<file path="src/logic/msbsl_pkg.sv">
/*
 * Constants and state types of the strap loader.
 * Assumes a 100 MHz clock.
 */
`default_nettype none
package msbsl_pkg;
    // ========================================
    // Timing
    localparam int CLK_MHZ        = 100;
    localparam int EE_SK_HALF_NS  = 500;
    localparam int EE_SK_HALF_CYC = (EE_SK_HALF_NS * CLK_MHZ + 999) / 1000;
    localparam int MS_STROBE_NS   = 100;
    localparam int MS_STROBE_CYC  = (MS_STROBE_NS * CLK_MHZ + 999) / 1000;
    localparam logic [7:0] EE_HALF_LAST = 8'(EE_SK_HALF_CYC - 1);
    localparam logic [7:0] STROBE_LAST  = 8'(MS_STROBE_CYC - 1);
    // ========================================
    // Serial EEPROM
    localparam int         EE_ABITS     = 6;
    localparam int         EE_IDX_W     = 3;
    localparam logic [2:0] EE_LAST_WORD = 3'h7;
    localparam logic [2:0] EE_READ_OP   = 3'h6;
    localparam logic [4:0] EE_CMD_BITS  = 5'h09;
    localparam logic [4:0] EE_LAST_BIT  = 5'h18;
    localparam int         EE_DO_LANE   = 0;
    localparam int         EE_DI_LANE   = 1;
    localparam int         EE_SK_LANE   = 2;
    // ========================================
    // Register map, byte offsets
    localparam logic [7:0] OFS_CFG_A    = 8'h00;
    localparam logic [7:0] OFS_CFG_B    = 8'h04;
    localparam logic [7:0] OFS_CFG_C    = 8'h08;
    localparam logic [7:0] OFS_STATUS   = 8'h0c;
    localparam logic [7:0] OFS_MEM_ADDR = 8'h10;
    localparam logic [7:0] OFS_MEM_WDAT = 8'h14;
    localparam logic [7:0] OFS_MEM_CTRL = 8'h18;
    localparam logic [7:0] OFS_MEM_RDAT = 8'h1c;
    localparam logic [7:0] OFS_PROM     = 8'h40;
    localparam logic [7:0] PROM_MASK    = 8'he3;
    // Control and status fields
    localparam int CTL_GO      = 0;
    localparam int CTL_WRITE   = 1;
    localparam int CTL_BOOT    = 2;
    localparam int CTL_BYTE    = 3;
    localparam int CTL_COMPAT  = 4;
    localparam int STS_BUSY    = 0;
    localparam int STS_LOADED  = 1;
    localparam int STS_EE_BUSY = 2;
    // Thin cable bit of configuration B
    localparam int CFG_THIN_BIT = 7;
    // Line carrying byte bit 0 on 8-bit memory
    localparam int MSA_BYTE_COMPAT = 13;
    localparam int MSA_BYTE_NATIVE = 15;

    typedef enum logic [2:0] {
        ST_BOOT, ST_EE_REQ, ST_EE_WAIT, ST_IDLE,
        ST_SETUP, ST_STROBE, ST_HOLD
    } msbsl_st_t;
    typedef enum logic [1:0] {
        EE_IDLE, EE_LOW, EE_HIGH, EE_GAP
    } msbsl_ee_st_t;
endpackage : msbsl_pkg
`default_nettype wire

</file>
<file path="src/logic/msbsl_ee_rd.sv">
/*
 * Serial EEPROM single word reader, three-wire read command.
 * Assumes start pulses only while idle.
 */
`timescale 1ns/100ps
`default_nettype none
module msbsl_ee_rd
    import msbsl_pkg::*;
(
    input  wire logic                clk,
    input  wire logic                rst,
    input  wire logic                start,
    input  wire logic [EE_ABITS-1:0] addr,
    input  wire logic                ser_out,
    output var  logic                done,
    output var  logic [15:0]         word,
    output var  logic                sel,
    output var  logic                ser_clk,
    output var  logic                ser_in
);
    typedef struct packed {
        msbsl_ee_st_t st;
        logic [7:0]   div;
        logic [4:0]   bits;
        logic [8:0]   sh_o;
        logic [15:0]  sh_i;
        logic         cs;
        logic         sk;
        logic         di;
        logic         done;
    } msbsl_ee_t;
    msbsl_ee_t r;
    msbsl_ee_t n;

    // ========================================
    // Bit sequencer: 9 command bits out, then 16 data bits
    always_comb begin
        n      = r;
        n.done = 1'b0;
        unique case (r.st)
            EE_IDLE: if (start) begin
                n.st   = EE_LOW;
                n.cs   = 1'b1;
                n.sh_o = {EE_READ_OP, addr};
                n.di   = EE_READ_OP[2];
                n.bits = '0;
                n.div  = '0;
            end
            EE_LOW: if (r.div == EE_HALF_LAST) begin
                n.div = '0;
                n.sk  = 1'b1;
                n.st  = EE_HIGH;
            end else begin
                n.div = r.div + 8'h01;
            end
            EE_HIGH: if (r.div == EE_HALF_LAST) begin
                n.div  = '0;
                n.sk   = 1'b0;
                n.sh_o = {r.sh_o[7:0], 1'b0};
                n.di   = r.sh_o[7];
                // Sample late in the high phase, data is long settled
                if (r.bits >= EE_CMD_BITS)
                    n.sh_i = {r.sh_i[14:0], ser_out};
                if (r.bits == EE_LAST_BIT) begin
                    n.cs = 1'b0;
                    n.di = 1'b0;
                    n.st = EE_GAP;
                end else begin
                    n.bits = r.bits + 5'h01;
                    n.st   = EE_LOW;
                end
            end else begin
                n.div = r.div + 8'h01;
            end
            EE_GAP: if (r.div == EE_HALF_LAST) begin
                // Deselect time before the next command
                n.div  = '0;
                n.done = 1'b1;
                n.st   = EE_IDLE;
            end else begin
                n.div = r.div + 8'h01;
            end
        endcase
    end

    always_ff @(posedge clk or posedge rst) begin
        if (rst)
            r <= '{st: EE_IDLE, default: '0};
        else
            r <= n;
    end

    assign done    = r.done;
    assign word    = r.sh_i;
    assign sel     = r.cs;
    assign ser_clk = r.sk;
    assign ser_in  = r.di;
endmodule : msbsl_ee_rd
`default_nettype wire

</file>
<file path="src/logic/msbsl_loader.sv">
/*
 * Memory support bus: strap configuration, EEPROM load after reset,
 * and register driven accesses to buffer RAM and boot PROM.
 * Assumes a classic Wishbone master and pins synchronous to clk.
 */
// Decided for this implementation: the register offsets and register access over Wishbone.
`timescale 1ns/100ps
`default_nettype none
module msbsl_loader
    import msbsl_pkg::*;
(
    input  wire logic        clk,
    input  wire logic        rst,
    input  wire logic        wb_cyc_i,
    input  wire logic        wb_stb_i,
    input  wire logic        wb_we_i,
    input  wire logic [7:0]  wb_adr_i,
    input  wire logic [3:0]  wb_sel_i,
    input  wire logic [31:0] wb_dat_i,
    output var  logic [31:0] wb_dat_o,
    output var  logic        wb_ack_o,
    input  wire logic [7:0]  strap_a,
    input  wire logic [7:0]  strap_b,
    input  wire logic [7:0]  strap_c,
    input  wire logic        load_from_eeprom,
    input  wire logic [7:0]  ms_data_low_i,
    output var  logic [7:0]  ms_data_low_o,
    output var  logic [7:0]  ms_data_low_oe_n,
    input  wire logic [7:0]  ms_data_high_i,
    output var  logic [7:0]  ms_data_high_o,
    output var  logic [7:0]  ms_data_high_oe_n,
    output var  logic [7:0]  ms_addr_low,
    output var  logic [6:0]  ms_addr_high,
    output var  logic        ms_addr_oe_n,
    output var  logic        ms_read_strobe_n,
    output var  logic        ms_write_strobe_n,
    output var  logic        ram_select_low_n,
    output var  logic        ram_select_high_n,
    output var  logic        boot_rom_select_n,
    output var  logic        eeprom_select,
    output var  logic        coax_dcdc_enable
);
    typedef struct packed {
        msbsl_st_t        st;
        logic             ack;
        logic [31:0]      dat;
        logic [2:0]       ee_idx;
        logic             ee_start;
        logic [7:0][15:0] prom;
        logic             loaded;
        logic             busy;
        logic [7:0]       cnt;
        logic [15:0]      addr;
        logic [15:0]      wdat;
        logic [15:0]      rdat;
        logic             write;
        logic             boot;
        logic             bmode;
        logic             compat;
        logic [7:0]       dlo;
        logic [7:0]       dlo_oe_n;
        logic [7:0]       dhi;
        logic [7:0]       dhi_oe_n;
        logic [14:0]      msa;
        logic             msa_oe_n;
        logic             rd_n;
        logic             wr_n;
        logic             rcs_lo_n;
        logic             rcs_hi_n;
        logic             bp_n;
        logic             ee_cs;
        logic             coax;
    } msbsl_top_t;

    // Every shared pin floats and every strobe is idle under reset
    localparam msbsl_top_t RST_VAL = '{
        st: ST_BOOT, dlo_oe_n: '1, dhi_oe_n: '1, msa_oe_n: 1'b1,
        rd_n: 1'b1, wr_n: 1'b1, rcs_lo_n: 1'b1, rcs_hi_n: 1'b1,
        bp_n: 1'b1, default: '0};

    msbsl_top_t r;
    msbsl_top_t n;

    logic [7:0]  cfg_a;
    logic [7:0]  cfg_b;
    logic [7:0]  cfg_c;
    logic        ee_done;
    logic [15:0] ee_word;
    logic        ee_cs;
    logic        ee_sk;
    logic        ee_di;
    logic        mem;
    logic        drv;
    logic        eeload;

    // ========================================
    // Helpers

    // Byte-lane merge into a 16-bit register
    function automatic logic [15:0] merge16(
        input logic [15:0] old,
        input logic [31:0] wd,
        input logic [3:0]  sel
    );
        logic [15:0] v;
        v = old;
        if (sel[0])
            v[7:0] = wd[7:0];
        if (sel[1])
            v[15:8] = wd[15:8];
        return v;
    endfunction : merge16

    // Word address on lines 1..15, byte bit 0 moved on 8-bit memory
    function automatic logic [14:0] msa_map(
        input logic [15:0] a,
        input logic        bmode,
        input logic        compat
    );
        logic [14:0] v;
        v = a[15:1];
        if (bmode && compat)
            v[MSA_BYTE_COMPAT-1] = a[0];
        else if (bmode)
            v[MSA_BYTE_NATIVE-1] = a[0];
        return v;
    endfunction : msa_map

    // ========================================
    // Submodules
    msbsl_strap u_strap (
        .clk     (clk),
        .rst     (rst),
        .strap_a (strap_a),
        .strap_b (strap_b),
        .strap_c (strap_c),
        .cfg_a   (cfg_a),
        .cfg_b   (cfg_b),
        .cfg_c   (cfg_c)
    );

    msbsl_ee_rd u_ee (
        .clk     (clk),
        .rst     (rst),
        .start   (r.ee_start),
        .addr    ({{(EE_ABITS-EE_IDX_W){1'b0}}, r.ee_idx}),
        .ser_out (ms_data_low_i[EE_DO_LANE]),
        .done    (ee_done),
        .word    (ee_word),
        .sel     (ee_cs),
        .ser_clk (ee_sk),
        .ser_in  (ee_di)
    );

    // ========================================
    // Next state
    always_comb begin
        n          = r;
        n.ack      = 1'b0;
        n.ee_start = 1'b0;
        n.coax     = cfg_b[CFG_THIN_BIT];


        // Bus slave: one wait-free answer per request, ack drops after
        if (wb_cyc_i && wb_stb_i && !r.ack) begin
            n.ack = 1'b1;
            n.dat = '0;
            if (wb_we_i) begin
                // Access setup is locked while a cycle runs
                case (wb_adr_i)
                    OFS_MEM_ADDR: if (!r.busy)
                        n.addr = merge16(r.addr, wb_dat_i, wb_sel_i);
                    OFS_MEM_WDAT: if (!r.busy)
                        n.wdat = merge16(r.wdat, wb_dat_i, wb_sel_i);
                    OFS_MEM_CTRL: if (r.st == ST_IDLE && wb_sel_i[0]) begin
                        n.write  = wb_dat_i[CTL_WRITE];
                        n.boot   = wb_dat_i[CTL_BOOT];
                        n.bmode  = wb_dat_i[CTL_BYTE];
                        n.compat = wb_dat_i[CTL_COMPAT];
                        if (wb_dat_i[CTL_GO]) begin
                            n.busy = 1'b1;
                            n.st   = ST_SETUP;
                        end
                    end
                    default: ;
                endcase
            end else begin
                case (wb_adr_i)
                    OFS_CFG_A:    n.dat[7:0] = cfg_a;
                    OFS_CFG_B:    n.dat[7:0] = cfg_b;
                    OFS_CFG_C:    n.dat[7:0] = cfg_c;
                    OFS_STATUS: begin
                        n.dat[STS_BUSY]    = r.busy;
                        n.dat[STS_LOADED]  = r.loaded;
                        n.dat[STS_EE_BUSY] = (r.st == ST_EE_REQ)
                                             || (r.st == ST_EE_WAIT);
                    end
                    OFS_MEM_ADDR: n.dat[15:0] = r.addr;
                    OFS_MEM_WDAT: n.dat[15:0] = r.wdat;
                    OFS_MEM_CTRL: begin
                        n.dat[CTL_WRITE]  = r.write;
                        n.dat[CTL_BOOT]   = r.boot;
                        n.dat[CTL_BYTE]   = r.bmode;
                        n.dat[CTL_COMPAT] = r.compat;
                    end
                    OFS_MEM_RDAT: n.dat[15:0] = r.rdat;
                    default: if ((wb_adr_i & PROM_MASK) == OFS_PROM)
                        n.dat[15:0] = r.prom[wb_adr_i[4:2]];
                endcase
            end
        end


        // Sequencer: EEPROM load once, then memory cycles on request
        unique case (r.st)
            ST_BOOT: begin
                if (load_from_eeprom)
                    n.st = ST_EE_REQ;
                else
                    n.st = ST_IDLE;
            end
            ST_EE_REQ: begin
                n.ee_start = 1'b1;
                n.st       = ST_EE_WAIT;
            end
            ST_EE_WAIT: if (ee_done) begin
                n.prom[r.ee_idx] = ee_word;
                if (r.ee_idx == EE_LAST_WORD) begin
                    n.loaded = 1'b1;
                    n.st     = ST_IDLE;
                end else begin
                    n.ee_idx = r.ee_idx + 3'h1;
                    n.st     = ST_EE_REQ;
                end
            end
            ST_IDLE: ;
            ST_SETUP: begin
                n.cnt = '0;
                n.st  = ST_STROBE;
            end
            ST_STROBE: if (r.cnt == STROBE_LAST) begin

                // Capture at the end of the strobe, data has settled
                if (!r.write || r.boot) begin
                    n.rdat[7:0] = ms_data_low_i;
                    if (r.bmode || r.boot)
                        n.rdat[15:8] = '0;
                    else
                        n.rdat[15:8] = ms_data_high_i;
                end
                n.st = ST_HOLD;
            end else begin
                n.cnt = r.cnt + 8'h01;
            end
            ST_HOLD: begin
                n.busy = 1'b0;
                n.st   = ST_IDLE;
            end
        endcase


        // Pins follow the next state so they leave flip-flops cleanly
        mem    = (n.st == ST_SETUP) || (n.st == ST_STROBE)
                 || (n.st == ST_HOLD);
        drv    = mem && n.write && !n.boot;
        eeload = (n.st == ST_EE_REQ) || (n.st == ST_EE_WAIT);


        n.msa_oe_n = 1'b0;
        n.msa      = msa_map(n.addr, n.bmode, n.compat);
        n.rd_n     = !((n.st == ST_STROBE) && !drv);
        n.wr_n     = !((n.st == ST_STROBE) && drv);
        n.rcs_lo_n = !(mem && !n.boot);
        n.rcs_hi_n = !(mem && !n.boot && !n.bmode);
        n.bp_n     = !(mem && n.boot);
        n.ee_cs    = eeload && ee_cs;


        // Data lanes drive only through a write; hold covers strobe end
        n.dlo      = n.wdat[7:0];
        n.dhi      = n.wdat[15:8];
        n.dlo_oe_n = {8{!drv}};
        n.dhi_oe_n = {8{!(drv && !n.bmode)}};


        // Serial lanes borrowed during the load, released after it
        if (eeload) begin
            n.dlo[EE_DI_LANE]      = ee_di;
            n.dlo[EE_SK_LANE]      = ee_sk;
            n.dlo_oe_n[EE_DI_LANE] = 1'b0;
            n.dlo_oe_n[EE_SK_LANE] = 1'b0;
        end
    end

    // ========================================
    // State register; constant reset floats every shared pin
    always_ff @(posedge clk or posedge rst) begin
        if (rst)
            r <= RST_VAL;
        else
            r <= n;
    end

    // ========================================
    // Outputs straight from flip-flops
    assign wb_dat_o          = r.dat;
    assign wb_ack_o          = r.ack;
    assign ms_data_low_o     = r.dlo;
    assign ms_data_low_oe_n  = r.dlo_oe_n;
    assign ms_data_high_o    = r.dhi;
    assign ms_data_high_oe_n = r.dhi_oe_n;
    assign ms_addr_low       = r.msa[7:0];
    assign ms_addr_high      = r.msa[14:8];
    assign ms_addr_oe_n      = r.msa_oe_n;
    assign ms_read_strobe_n  = r.rd_n;
    assign ms_write_strobe_n = r.wr_n;
    assign ram_select_low_n  = r.rcs_lo_n;
    assign ram_select_high_n = r.rcs_hi_n;
    assign boot_rom_select_n = r.bp_n;
    assign eeprom_select     = r.ee_cs;
    assign coax_dcdc_enable  = r.coax;
endmodule : msbsl_loader
`default_nettype wire

</file>
<file path="src/logic/msbsl_strap.sv">
/*
 * Configuration register capture from the strap pins.
 * Assumes the clock runs while reset is held.
 */
`timescale 1ns/100ps
`default_nettype none
module msbsl_strap
    import msbsl_pkg::*;
(
    input  wire logic       clk,
    input  wire logic       rst,
    input  wire logic [7:0] strap_a,
    input  wire logic [7:0] strap_b,
    input  wire logic [7:0] strap_c,
    output var  logic [7:0] cfg_a,
    output var  logic [7:0] cfg_b,
    output var  logic [7:0] cfg_c
);
    typedef struct packed {
        logic [7:0] a;
        logic [7:0] b;
        logic [7:0] c;
    } msbsl_cfg_t;
    msbsl_cfg_t s_r;
    msbsl_cfg_t s_nxt;

    // ========================================
    // Sample every edge under reset, freeze after release
    always_comb begin
        s_nxt = s_r;
        if (rst) begin
            s_nxt.a = strap_a;
            s_nxt.b = strap_b;
            s_nxt.c = strap_c;
        end
    end

    // No reset: under reset the value is the strap sample
    always_ff @(posedge clk) begin
        s_r <= s_nxt;
    end

    assign {cfg_a, cfg_b, cfg_c} = s_r;
endmodule : msbsl_strap
`default_nettype wire
</file>
<file path="config.mk">
export PLATFORM = sky130hd
export DESIGN_NAME = msbsl_loader
export DESIGN_NICKNAME = d
export VERILOG_FILES = /design/src/logic/msbsl_pkg.sv /design/src/logic/msbsl_ee_rd.sv /design/src/logic/msbsl_loader.sv /design/src/logic/msbsl_strap.sv
export SDC_FILE = /design/constraint.sdc
export NUM_CORES = 1
export LEC_CHECK = 0
export ABC_AREA = 1
export BUFFER_PORTS_ARGS = -buffer_cell sky130_fd_sc_hd__buf_2
export CAP_MARGIN = 30
export CORE_MARGIN = 2
export CORE_UTILIZATION = 35
export DETAILED_ROUTE_END_ITERATION = 16
export MAX_ROUTING_LAYER = met4
export SKIP_LAST_GASP = 1
export SYNTH_ARGS = -nofsm -noshare
export SYNTH_HDL_FRONTEND = slang
export SYNTH_SLANG_ARGS = --single-unit
</file>
<file path="constraint.sdc">
create_clock -name clk -period 8.75 [get_ports clk]
set_input_delay 0.875 -clock clk [delete_from_list [all_inputs] [get_ports clk]]
set_output_delay 0.875 -clock clk [all_outputs]
set_load 0.05 [all_outputs]
</file>
# Yosys cells after proc, flatten, opt, wreduce, memory -nomap -nowiden
# Cells that the tools add are included.
# totals
register_bits	325
inputBits	90
output_inout_bits	88
wordCells	217
# classes
n_addsub	4
order_cmp	4
n_eq_ne	33
mux	71
bitwise	1
n_reduce_logical	56
# op_table
op	n
$mux W16	9
$bwmux W128	1
$mux W32	2
$mux W8	7
$bmux W16 S3	1
$demux W16 S3	1
$pmux W10 S4	1
$mux W36	1
$mux W33	1
$eq A8 B5 Y1 const B	4
$pmux W2 S8	2
$pmux W8 S4	1
$pmux W14 S2	1
$eq A8 B4 Y1 const B	3
$mux W24	1
$eq A3 B3 Y1 const B	7
$pmux W3 S7	1
$mux W3	6
$pmux W3 S6	1
$reduce_and A3 Y1	6
$add A8 B1 Y8 const B	2
$mux W1	16
$mux W2	8
$mux W4	4
32 further kinds	82

# Depth between registers and ports, before layout
# depth
depth_word	16
mapped_depth	13
mapped_depth_nobuf	12

# Cells and area by module
# Synthesis repeated with hierarchy kept, for this count alone.
# hier_totals
cells_unflattened	1631
area_unflattened_um2	14136.1
# modules_own_cells
module	instances	cells_each	area_each_um2	seq_area_each_um2
msbsl_loader	1	1356	11269.6	5741.8
msbsl_ee_rd	1	251	2145.8	1076.0
msbsl_strap	1	24	720.7	720.7

# Least setup slack after synthesis
# Ideal clock, no wire load.
# synth_timing
path_type	input to register
start	input port wb_adr_i[2]
end	register r, in the netlist ms_addr_low[0]
setup_ns	0.125
t_arrival_ns	1.947
t_required_ns	8.625
setup_slack_ns	6.678
stages	7
n_path_buf	2
path_cell_list	buf_6 > nor2_8 > nand2_4 > nor2_8 > nand3_2 > buf_6 > mux2_4
# synth_via
elab_chain_len	4
# synth_lines
element	line_no	source
start, declared	msbsl_loader.sv:17	input wire logic [7:0] wb_adr_i,
$eq A8 B5 Y1	msbsl_loader.sv:170	case (wb_adr_i)
$mux W16	msbsl_loader.sv:170	
$mux W32	msbsl_loader.sv:168	if (wb_we_i) begin
$mux W32	msbsl_loader.sv:165	if (wb_cyc_i && wb_stb_i && !r.ack) begin
end signal, assigned	msbsl_loader.sv:301	r <= n;
end, declared	msbsl_loader.sv:81	msbsl_top_t r;
# No other way between the ends.
# A chain may end at the register's enable or synchronous reset.

==> summary.md <==
| Metric | Value |
|---|---|
| Status | `finished clean` |
| Slowest stage delay, CP | `0.63 ns` |
| PD cells | `205.1 nW/um^2` |
| DP HPWL | `25110 microns` |
| Area added between synthesis and finish | `13.97%` |
| CTS Buffer Depth | `3` |
| Most Frequent Cell on Critical Path | `nand3_1` |
| Hold Fails Final Rpt | `0` |
| Delay-heaviest family, CP | `simple AND/OR/NAND/NOR gates` |
| Worst hold start | `r[116]` |
| Slew Viols, Final | `0` |
| Worst path cell trace | `buf_2, inv_6, nor2_2, buf_4, nand2_1, nor2_4, nand3_1, nand3_1, nand3_1, nor2_2, nand2_1` |
| Synth Area per Inst | `8.494 sq um` |
| Setup_tns | `0 ns` |
| WL/cell | `around 17 microns` |
| Dpl cell area | `14860 sq um` |
| Largest net degree at the start of global routing | `141` |
| Die height | `204.9 microns` |
| Root Buffer | `clkbuf_16` |
| # port buffers | `143` |
| Yosys cell types | `43` |
| Critical path data required time | `9.19 ns` |
| Antenna-violating nets left | `0` |
| Hold Crit Class | `flip-flop to flip-flop` |
| Fmax | `between 0.3 and 0.4 GHz` |
| Remaining DRCs | `0` |
| Worst-case headroom to the max-slew limit | `28.90%` |
| FF-to-FF setup slack | `roughly 6.5 ns` |
| RSZ-0062 raised after global routing | `no` |
| Placed cells | `~2200` |
| Crit. End Element | `flip-flop` |
| Sink Count | `296` |
| Die area | `41980 sq um` |
| Grt ovf | `0` |
| Synthesized area | `14120 sq um` |
| Clock transition at path regs | `0.06 ns` |
| Kind of critical path | `primary input to flip-flop` |
| Site Rows | `73` |
| Cts hold-fix bufs | `0` |
| Gates resized, CTS repair | `0` |
| Total global routing track utilization | `between 10% and 20%` |
| Crit path max fanout | `28` |
| Post-Layout Cell Count | `2283` |
| Least-Margin Pin Slew | `1.063 ns` |
| Fill count | `3975` |
| Vias per cell | `between 4 and 5` |
| Initial Util | `between 30% and 40%` |
| Leading cell types in the layout, fill and taps excluded | `nand2_1, dfrtp_1, o21ai_0` |
| Peak VDD IR | `about 120 uV` |
| Final setup vio count | `0` |
| Worst R2R Start | `r[284]` |
| Arrival time worst endpoint | `around 3.4 ns` |
| Static Leak | `7.648 nW` |
| Postcts setup bufs | `0` |
| Commonest non-fill, non-tap cell in the layout | `nand2_1` |
| Nets@finish | `1831` |
| Worst setup SP type | `primary input` |
| Slowest-stage cell, CP | `nor2_2` |
| Max cap viols | `0` |
| Worst path bufs/invs | `3` |
| WL final | `~38000 microns` |
| Antenna violations before repair | `1` |
| Vias in the first global route | `10920` |
| Dpl ws | `5.230 ns` |
| # IOs | `178` |
| Design Area, Final | `16100 sq um` |
| Gp weighted congestion | `0.8739` |
| Clock period minus final worst setup slack | `2.996 ns` |
| Detailed Routing Iterations Pass 1 | `5` |
| Iteration-0 DRC Markers | `~860` |
| CTS tree | `built` |
| #FFs+latches synth | `296` |
| Sequential fraction of the synthesis area | `between 50% and 60%` |
| Die Wd | `204.9 microns` |
| CTS Buf Count | `34` |
| Clock H-tree levels | `2` |
| Clock skew | `approximately 0.033 ns` |
| Post-route clock period utilization | `roughly a third` |
| First-pass GRT wire length | `60320 microns` |
| Warnings, synthesis | `0` |
| Share of cells above drive strength 1 | `16.11%` |
| Core Region | `39820 sq um` |
| Clk_lat worst skew | `0.54 ns` |
| Mapped Cells | `1663` |
| Crit path from | `wb_adr_i[3]` |
| Final WS setup | `5.754 ns` |
| DR vias | `~11000` |
==> cell usage after synthesis, drive strengths merged <==
cell    number  share of area, %
clkbuf      37              0.98
nand3      113               4.1
xnor2        2              0.12
buf        105               5.4
a21oi       40               1.4
conb         1             0.027
clkinv       1             0.035
a21boi       1             0.053
nor4         1             0.044
nand4       42               2.1
dfrtp      263                47
o21ai      219               7.8
o211ai       4              0.21
nor3b        1             0.053
o21a         1             0.053
nor2       103               3.7
nand3b       1              0.14
ha           9              0.80
nand2      515                14
a31oi        1             0.044
xor2         8              0.50
o22ai        6              0.27
inv        146               4.0
dfstp        9               1.7
mux2         5              0.53
edfxtp      24               5.1
nor3         5              0.25
==> power breakdown <==
part | leakage (nW) | internal (mW) | total, mW | switching [mW]
logic | 3.21 | 0.0820 | 0.328 | 0.246
clock network | 0.602 | 0.917 | 1.50 | 0.586
registers | 3.84 | 1.44 | 1.47 | 0.0355
==> logic make-up (layout without fill, tap and decap cells) <==
| group | count (synthesis) | in the layout | synth area share, % |
|---|---|---|---|
| xor+xnor | 10 | 10 | 0.6201 |
| other cells | 1 | 18 | 0.02655 |
| compound gates | 272 | 272 | 9.833 |
| flops | 296 | 296 | 53.37 |
| fa+ha+maj | 9 | 9 | 0.7973 |
| buf+inv | 289 | 367 | 10.35 |
| mux | 5 | 5 | 0.5315 |
| simple gates | 781 | 781 | 24.48 |
==> worst reg2reg max path, delay by kind of cell (launching register included) <==
kind | cells | cell delay, ns
compound gates | 1 | 0.45
buf+inv | 1 | 0.14
flops | 1 | 0.43
simple gates | 3 | 1.10
==> sequential cells by signal (all words and copies together), names as in the netlist, 2 cells and up <==
name and flops:
r 171, ms_addr_high 7, ms_data_low_o 7, wb_dat_o 16, u_strap.cfg_a 8, u_strap.cfg_c 8, u_ee.word 16, u_strap.cfg_b 8
ms_data_low_oe_n 2, u_ee.r 23, ms_addr_low 8, ms_data_high_o 8
==> per-stage QoR <==
step	total power, mW	utilization (%)	hold WS [ns]
detailed placement	1.821	37.31	0.4570
finish	3.301	40.42	0.4667
floorplan	1.738	-	0.3548
global placement	1.816	37.10	0.4544
global route	3.432	40.42	0.4984
CTS	3.326	40.35	0.4726
==> layer usage <==
layer / vias up / share of wire (%) / global-route usage [%]
li1: 5427 / - / -
met1: 5392 / 45 / 25.70
met2: 354 / 46 / 29.37
met3: 66 / 5.7 / 2.673
met4: 0 / 2.6 / 6.141
met5: - / 0 / -
==> path summary, 6_finish.rpt <==
kind | depth (start not counted) | endpoint
hold / removal | 2 | r[116]
setup / recovery | 11 | ms_data_high_oe_n[0]
max in group asynchronous | 3 | r[244]
hold reg to reg | 2 | r[116]
setup reg to reg | 5 | r[134]
min in group asynchronous | 2 | r[113]
==> area by class of cell <==
cell class / count / area [sq um] / area share [%]
sequential: 296 / 7538 / 46.83
antenna: 1 / 2.502 / 0.01554
tap: 525 / 656.9 / 4.081
clock inverter: 11 / 135.1 / 0.8394
timing repair buffer: 159 / 928.4 / 5.767
inverter: 147 / 570.5 / 3.544
clock buffer: 50 / 1075 / 6.677
multi-input combinational: 1094 / 5191 / 32.25
(Power assumes the default switching activity.)
